**config.mk**
```make
export PLATFORM = sky130hd
export DESIGN_NAME = sram_host_ctrl
export DESIGN_NICKNAME = d
export VERILOG_FILES = /design/src/common/sram_port_pkg.sv /design/src/design/sram_host_ctrl.sv
export VERILOG_INCLUDE_DIRS = /design/src /design/src/common
export SDC_FILE = /design/constraint.sdc
export NUM_CORES = 1
export LEC_CHECK = 0
export BUFFER_PORTS_ARGS = -buffer_cell sky130_fd_sc_hd__buf_2
export CORE_MARGIN = 2
export CORE_UTILIZATION = 45
export CTS_CLUSTER_SIZE = 20
export DETAILED_ROUTE_END_ITERATION = 6
export PLACE_DENSITY = 0.77
export SETUP_SLACK_MARGIN = 0.3
export SLEW_MARGIN = 30
export SYNTH_ARGS = -nofsm -noshare
export SYNTH_HDL_FRONTEND = slang
export SYNTH_SLANG_ARGS = --single-unit
```
**constraint.sdc**
```tcl
create_clock -name clk -period 1.6 [get_ports clk]
set_input_delay 0.32 -clock clk [delete_from_list [all_inputs] [get_ports clk]]
set_output_delay 0.32 -clock clk [all_outputs]
set_load 0.01 [all_outputs]
```
**src/common/sram_port_defs.svh**
```systemverilog
/*
  Timing constants for the host-side controller of a 32K x 8 asynchronous SRAM.
  Assumes a 25 MHz system clock; the read and write counts below derive from ns figures, TURN_CYC is a fixed 1.
*/
`ifndef SRAM_PORT_DEFS_SVH
`define SRAM_PORT_DEFS_SVH

`define CLK_PERIOD_NS                     40
`define ADDRESS_ACCESS_DELAY_NS           12
`define ADDRESS_CHANGE_DATA_HOLD_NS       3
`define ADDRESS_SETUP_TO_WRITE_END_NS     9
`define ADDRESS_HOLD_AFTER_WRITE_END_NS   0
`define DATA_SETUP_TO_WRITE_END_NS        8
`define DATA_HOLD_AFTER_WRITE_END_NS      0
`define STROBE_LOW_TO_FLOAT_DELAY_NS      7
// Least times round up, never below one cycle
`define CYC_UP(ns) (((ns) + `CLK_PERIOD_NS - 1) / `CLK_PERIOD_NS < 1 ? 1 : \
                    ((ns) + `CLK_PERIOD_NS - 1) / `CLK_PERIOD_NS)
`define READ_WAIT_CYC   `CYC_UP(`ADDRESS_ACCESS_DELAY_NS)
`define WRITE_LOW_CYC   `CYC_UP(`STROBE_LOW_TO_FLOAT_DELAY_NS + `DATA_SETUP_TO_WRITE_END_NS)
`define TURN_CYC        1

`endif

```
**src/common/sram_port_pkg.sv**
```systemverilog
/*
  Types shared by the SRAM host controller.
  Assumes sram_port_defs.svh supplies the timing counts.
*/
package sram_port_pkg;
  typedef struct packed {
    logic        write;
    logic [14:0] addr;
    logic [7:0]  data;
  } sram_req_t;

  typedef struct packed {
    logic       chipSelectN;
    logic       writeStrobeN;
    logic       outputDriveN;
    logic [14:0] addr;
  } sram_pins_t;

  typedef enum logic [2:0] {
    ST_IDLE  = 3'h0,
    ST_READ  = 3'h1,
    ST_RDONE = 3'h3,
    ST_WLOW  = 3'h5,
    ST_WEND  = 3'h4,
    ST_TURN  = 3'h2
  } sram_state_t;
endpackage

```
**src/design/sram_host_ctrl.sv**
```systemverilog
/*
  Host-side controller for a 32K x 8 asynchronous SRAM: turns single read or
  write requests into chip select, write strobe and output drive sequences.
  Assumes one 25 MHz clock, an asynchronous active-low reset and a board
  wire that resolves the data bus from dataOut/dataOe and the memory.
*/
`include "sram_port_defs.svh"

module sram_host_ctrl
  import sram_port_pkg::*;
#(
  parameter int READ_WAIT  = `READ_WAIT_CYC,
  parameter int WRITE_LOW  = `WRITE_LOW_CYC
) (
  // Clock and reset
  input  wire logic       clk,
  input  wire logic       reset_n,
  // Request side
  input  wire logic       reqValid,
  output logic            reqReady,
  input  wire sram_req_t  req,
  output logic            rdValid,
  output logic [7:0]      rdData,
  // Memory pins
  output sram_pins_t      pins,
  output logic [7:0]      dataOut,
  output logic            dataOe,
  input  wire logic [7:0] dataIn
);

  // Counter width; fits any wait the timing parameters sensibly ask for
  localparam int CW = 4;
  // Read data crosses two flops before use, so the read wait covers them too
  localparam int SYNC_STAGES = 2;

  // Sequencer state
  sram_state_t   stateReg,   stateNext;
  logic [CW-1:0] cntReg,     cntNext;

  // Pin drive state
  sram_pins_t    pinsReg,    pinsNext;
  logic [7:0]    dataOutReg, dataOutNext;
  logic          dataOeReg,  dataOeNext;

  // Read return state
  logic [7:0]    rdDataReg,  rdDataNext;
  logic          rdValidReg, rdValidNext;

  // Data bus synchroniser
  logic [7:0]    syncA,      syncB;

  // Events decoded once and shared by the groups
  logic          takeRead,   takeWrite;
  logic          cntDone;

  // Cycle count to down-counter load value
  function automatic logic [CW-1:0] cyc(input int n);
    return CW'(n - 1);
  endfunction

  // Pins of a released port: deselected, strobe and drive high, address kept
  function automatic sram_pins_t idlePins(input logic [14:0] addr);
    sram_pins_t p;
    p.chipSelectN  = 1'b1;
    p.writeStrobeN = 1'b1;
    p.outputDriveN = 1'b1;
    p.addr         = addr;
    return p;
  endfunction

  // The memory drives the bus without our clock, so dataIn is synchronised
  always_ff @(posedge clk or negedge reset_n) begin
    if (!reset_n) begin
      syncA <= 8'h00;
      syncB <= 8'h00;
    end else begin
      syncA <= dataIn;
      syncB <= syncA;
    end
  end

  assign reqReady  = (stateReg == ST_IDLE);
  assign takeRead  = reqValid && reqReady && !req.write;
  assign takeWrite = reqValid && reqReady && req.write;
  assign cntDone   = (cntReg == '0);

  // Sequencer: next state and wait count
  always_comb begin
    stateNext = stateReg;
    cntNext   = cntReg;
    unique case (stateReg)
      ST_IDLE: begin
        if (takeWrite) begin
          cntNext   = cyc(WRITE_LOW);
          stateNext = ST_WLOW;
        end else if (takeRead) begin
          // Access time first, then the synchroniser stages
          cntNext   = cyc(READ_WAIT + SYNC_STAGES - 1);
          stateNext = ST_READ;
        end
      end
      ST_READ: begin
        if (cntDone) begin
          stateNext = ST_RDONE;
        end else begin
          cntNext = cntReg - 1'b1;
        end
      end
      ST_RDONE: stateNext = ST_TURN;
      ST_WLOW: begin
        if (cntDone) begin
          stateNext = ST_WEND;
        end else begin
          cntNext = cntReg - 1'b1;
        end
      end
      ST_WEND:  stateNext = ST_IDLE;
      ST_TURN:  stateNext = ST_IDLE;
      default:  stateNext = ST_IDLE;
    endcase
  end

  always_ff @(posedge clk or negedge reset_n) begin
    if (!reset_n) begin
      stateReg <= ST_IDLE;
      cntReg   <= '0;
    end else begin
      stateReg <= stateNext;
      cntReg   <= cntNext;
    end
  end

  // Pin drive: select, strobe, output drive, address and write data
  always_comb begin
    pinsNext    = pinsReg;
    dataOutNext = dataOutReg;
    dataOeNext  = dataOeReg;
    unique case (stateReg)
      ST_IDLE: begin
        pinsNext = idlePins(pinsReg.addr);
        if (takeRead || takeWrite) begin
          // Address and select move on one edge, so the address is never late
          pinsNext.addr        = req.addr;
          pinsNext.chipSelectN = 1'b0;
        end
        if (takeWrite) begin
          // Output drive stays high, so the memory floats before we drive
          pinsNext.writeStrobeN = 1'b0;
          dataOutNext           = req.data;
          dataOeNext            = 1'b1;
        end
        if (takeRead) begin
          pinsNext.outputDriveN = 1'b0;
        end
      end
      ST_READ: begin
        // Strobe never falls while the memory may drive the bus
        pinsNext.writeStrobeN = 1'b1;
      end
      ST_RDONE: pinsNext = idlePins(pinsReg.addr);
      ST_TURN: begin
        // One idle cycle lets the memory float before a write may drive
        dataOeNext = 1'b0;
      end
      ST_WLOW: begin
        if (cntDone) begin
          // Strobe alone ends the write; select, address and data stay a cycle
          pinsNext.writeStrobeN = 1'b1;
        end
      end
      ST_WEND: begin
        pinsNext   = idlePins(pinsReg.addr);
        dataOeNext = 1'b0;
      end
      default: pinsNext = idlePins(pinsReg.addr);
    endcase
  end

  always_ff @(posedge clk or negedge reset_n) begin
    if (!reset_n) begin
      pinsReg    <= '{chipSelectN: 1'b1, writeStrobeN: 1'b1, outputDriveN: 1'b1,
                      addr: 15'h0000};
      dataOutReg <= 8'h00;
      dataOeReg  <= 1'b0;
    end else begin
      pinsReg    <= pinsNext;
      dataOutReg <= dataOutNext;
      dataOeReg  <= dataOeNext;
    end
  end

  // Read return: one-cycle valid pulse, byte held until the next read
  always_comb begin
    rdDataNext  = rdDataReg;
    rdValidNext = 1'b0;
    if (stateReg == ST_RDONE) begin
      rdDataNext  = syncB;
      rdValidNext = 1'b1;
    end
  end

  always_ff @(posedge clk or negedge reset_n) begin
    if (!reset_n) begin
      rdDataReg  <= 8'h00;
      rdValidReg <= 1'b0;
    end else begin
      rdDataReg  <= rdDataNext;
      rdValidReg <= rdValidNext;
    end
  end

  assign pins    = pinsReg;
  assign dataOut = dataOutReg;
  assign dataOe  = dataOeReg;
  assign rdData  = rdDataReg;
  assign rdValid = rdValidReg;

endmodule // sram_host_ctrl

```
* Word level (Yosys, flattened, before mapping)
Cells that the tools add are included.
** Cells by class
- Add/sub/neg operators :: 1
- Equality and inequality tests :: 10
- Multiplexer cells :: 20
- Bitwise logic cells :: 2
- Reductions and logical operators :: 18
** Operators by type and width (count)
- $pmux 16 s2 :: 1
- $mux 15 :: 1
- $mux 3 :: 4
- $mux 4 :: 3
- $pmux 3 s4 :: 1
- $reduce_and 3->1 :: 3
- $pmux 4 s2 :: 1
- $eq 3x2->1 const B :: 2
- $eq 3x3->1 const B :: 2
- $mux 1 :: 6
- $ne 2x2->1 const B :: 3
- $reduce_and 2->1 :: 3
- $logic_not 4->1 :: 1
- $pmux 1 s2 :: 2
- $reduce_bool 2->1 :: 2
- $reduce_or 2->1 :: 2
- $sub 4x1->4 const B :: 1
- $eq 3x1->1 const B :: 1
- $logic_and 1x1->1 :: 3
- $logic_not 3->1 :: 1
- $ne 3x1->1 const B :: 1
- $pmux 1 s3 :: 1
- $reduce_or 3->1 :: 1
- $ne 2x1->1 const B :: 1
- 3 further kinds :: 4
** Word-level totals
- Register bits :: 59
- Output and inout bits :: 37
- Logic and storage cells :: 63

* Longest topological paths before layout
- Word-level depth :: 6
- Gate-level depth with buffers :: 5

* Worst setup path before layout
OpenSTA, ideal clock, no wires.
- Kind :: reg2reg
- Start :: register cntReg[0]
- End :: register cntReg[2]
- Arrival time :: 1.403 ns
- Required time :: 1.480 ns
- Setup slack :: 0.078 ns
- Stages on the path, launching flop included :: 6
- Path buffers :: 0
- Clock period less this slack :: 1.522 ns
- Cell sequence :: dfrtp_1 -> inv_1 -> ha_1 -> or3b_1 -> and2_1 -> a31o_1
** Between the ends
- Word-level cells in the longest chain between the ends :: 3
** Ends and longest elaborated chain
- start, declared :: line sram_host_ctrl.sv:38 : logic [CW-1:0] cntReg, cntNext;
- start signal, assigned :: line sram_host_ctrl.sv:129 : cntReg <= cntNext;
- $sub 4x1->4 / $logic_not 4->1 (equally long branches) :: line sram_host_ctrl.sv:106, sram_host_ctrl.sv:114, sram_host_ctrl.sv:85
- $mux 4 / $ne 2x2->1 (equally long branches)
- $pmux 4 s2 / $reduce_and 3->1 (equally long branches)
Parallel ways exist; a longest one is shown, timed or not. The select of a mux whose other input is x is not followed.
A chain may end at the register's enable or synchronous reset.

* Worst setup path in the final report
- Start :: register stateReg[0]
- End :: output port reqReady
** Between the ends
- Word-level cells in the longest chain between the ends :: 1
** Ends and longest elaborated chain
- start, declared :: line sram_host_ctrl.sv:37 : sram_state_t stateReg, stateNext;
- start signal, assigned :: line sram_host_ctrl.sv:128 : stateReg <= stateNext;
- $logic_not 3->1 :: line sram_host_ctrl.sv:82 : assign reqReady = (stateReg == ST_IDLE);
- end, declared :: line sram_host_ctrl.sv:20 : output logic reqReady,
Every way passes these cells.

==> results.toml <==
[run_status]
outcome = "finished clean"

[floorplanning]
core_mm2 = 0.00472
initial_core_util = 0.468
die_area_mm2 = 0.00549
io_pins = 72
die_x_um = 74.1
num_rows = 25
dieHeight_um = 74.1

[global_route]
overflow = 0
grt_pass1_wl_um = 6910
grt-busiest-layer = "met2"
antenna_found_initial = 0
track_usage = 0.175
use_met3 = 0.0420
grt_pass1_vias = 1489
grt.met2_usage = 0.277
grt_max_degree = 32
use_met1 = 0.218

[clocking]
htreeDepth = 3
cts_tree = "yes"
clock_latency_ps = 330
cts.clk_slew.worst_paths_ps = 70
cts_buffer_depth = 2
cts_root_buf = "clkbuf_8"
cts.sinks = 59
cts_made_buffers = 9

[worst_setup_path]
critPathMaxStageDelay_ps = 420
cpMaxStageDelayCell = "dfrtp_1"
crit_chain = "buf_6 -> nor3_2 -> buf_2"
critPathMaxFanout = 6
required_ps = 1280
crit_type = "flip-flop to output pin"
worstSetupEndpointType = "output pin"
startpoint_type = "flip-flop"
arrival_ps = 1210

[detailed_routing]
drc_errors = 0
routed_wl_um = 4530
vias_per_cell = 4.79
drtIter0Drc = 76
vias = 1500
wire_per_inst_um = 14.5
ant_nets = 0
dr.pass1.iters = 4

[synth]
synth_area_mm2 = 0.00221
syn_nets = 174
syn-mean-instance-area_um2 = 16.0
synth_cell_types = 32
synthArstFlopShare = 1.00
ys_seq_area_frac = 0.669
synth.area.top_cells = "dfrtp_1 63%, mux2_2 12%, mux2_4 5.4%, dfstp_2 3.6%, nor4b_4 1.1%"
synth_edf_count = 0
synth.largest_area_cell = "dfrtp_1"
synth_cells = 138
ys_ff_latch = 59
yosys_warnings = 0
synth_flop_cell = "dfrtp_1"
netlist.area_leader.share = 0.634

[place]
dp_hpwl_um = 2830
io_buffers = 71
post_dp_cell_area_mm2 = 0.00271
routabilityCongestion = 0.808

[timing]
rsz0062_at_grt = "true"
setup_viol = 0
min_period_ps = 1530
fin_skew_ps = 8.17
fin_crit_sh = 0.955
hold_viol = 0
slew_headroom = 0.714
setup_tns_ps = 0
slew_violations = 0
worst_slew_pin_slew_ps = 426
fmax_ghz = 0.655

[finish]
fin_util = 0.675
areaGrowthSynthToFinish_pct = 44.3
post-route-cell-area_mm2 = 0.00319
seq_area_mm2 = 0.00148
nNetsFinal = 277
fillers = 346
multiInputGateArea_um2 = 787
drive_above_1_share = 0.671
diodes = 0

[power]
cellPowerDensity_mw_per_mm2 = 2070
p_leak_nw = 1.56
ir_worst_vdd_v = 0.00103

[run]
drv_cap = 0

[hold_path]
hold_class = "input pin to flip-flop"
-- logic make-up after synthesis --
kind of cell | synth area share
AO/OA/AOI/OAI | 0.0481
XOR/XNOR | 0.00396
adder cells (fa/ha/maj) | 0.00566
buffers and inverters | 0.0357
flip-flops | 0.669
multiplexers | 0.181
AND/OR/NAND/NOR | 0.0560
-- area by class of cell --
type,count,share of cell area
clock buffers,10,0.0400
clock inverters,6,0.0208
inverters,6,0.00706
multi-input cells,67,0.247
flip-flops and latches,59,0.464
well taps,67,0.0263
repair buffers,98,0.195
-- cell usage after synthesis, types with 2 or more instances --
master	n
dfrtp_1	56
mux2_2	24
mux2_4	8
inv_1	6
nand2_1	5
a211oi_1	3
dfstp_2	3
nand2b_1	3
nor3_1	3
buf_2	2
buf_4	2
nor2b_1	2
o22a_1	2
-- cells in the final DEF, fill, tap and decap left out, drive strengths merged, types with 3 or more instances in the layout --
master    netlist  final
nand2           5      5
a211oi          3      3
inv             6      6
clkinvlp        0      3
buf             6     97
dfstp           3      3
nand2b          3      3
dfrtp          56     56
nor3            3      3
clkbuf          0     10
mux2           32     32
-- where the power goes --
group	internal, mW	leakage, nW	total [mW]	switching [mW]
logic	1.68	0.775	2.91	1.23
clock network	0.718	0.0885	1.29	0.570
registers	2.07	0.698	2.41	0.336
total	4.47	1.56	6.61	2.14
-- per-layer routing --
layer	part of all wire	routed length, um
met1	0.41	1880
met2	0.52	2360
met3	0.049	223
met4	0.015	67
met5	0	0
-- worst max-delay path, delay by kind of cell (launching register included) --
family / cells / cell delay [ps]
buf+inv: 2 / 300
simple gates: 1 / 160
flops: 1 / 420
-- what timing repair did --
item                       in CTS  in global routing
hold endpoints to repair       13                  0
setup endpoints to repair      44                 44
resized for setup              23                 15
pin swaps                       6                  3
buffers inserted               11                  4
cloned                          1                  0
hold buffers                    1                  0
-- path summary, 6_finish.rpt --
kind                                              start                endpoint  slack (ps)  cells after the start
worst max-delay path            stateReg[0]$_DFFE_PN0P_                reqReady          70                      3
worst min-delay path                          dataIn[6]      syncA[6]$_DFF_PN0_          90                      1
worst max register to register    cntReg[1]$_DFFE_PN0P_   cntReg[2]$_DFFE_PN0P_         100                      5
worst min register to register       syncA[5]$_DFF_PN0_      syncB[5]$_DFF_PN0_         350                      0
max in group asynchronous                       reset_n    pins[12]$_DFFE_PN0P_         610                      3
min in group asynchronous                       reset_n  dataOut[3]$_DFFE_PN0P_         470                      2
-- registers in the layout (all words and copies together) (netlist names) --
name,count
rdValid,1
syncA,8
stateReg,3
pins,18
dataOe,1
dataOut,8
syncB,8
rdData,8
cntReg,4
-- through the flow --
| step | hold slack [ps] | total power, mW | setup slack (ps) | cells |
|---|---|---|---|---|
| global placement | 277 | 4.55 | 63.8 | 280 |
| detailed placement | 279 | 4.64 | 19.9 | 280 |
| CTS | 70.1 | 6.36 | 50.2 | 309 |
| floorplan | 24.4 | 3.82 | 98.2 | 138 |
| global route | 71.4 | 7.03 | 26.1 | 313 |
| finish | 90.8 | 6.61 | 72.7 | 313 |
Power figures use the tool's default switching activity.
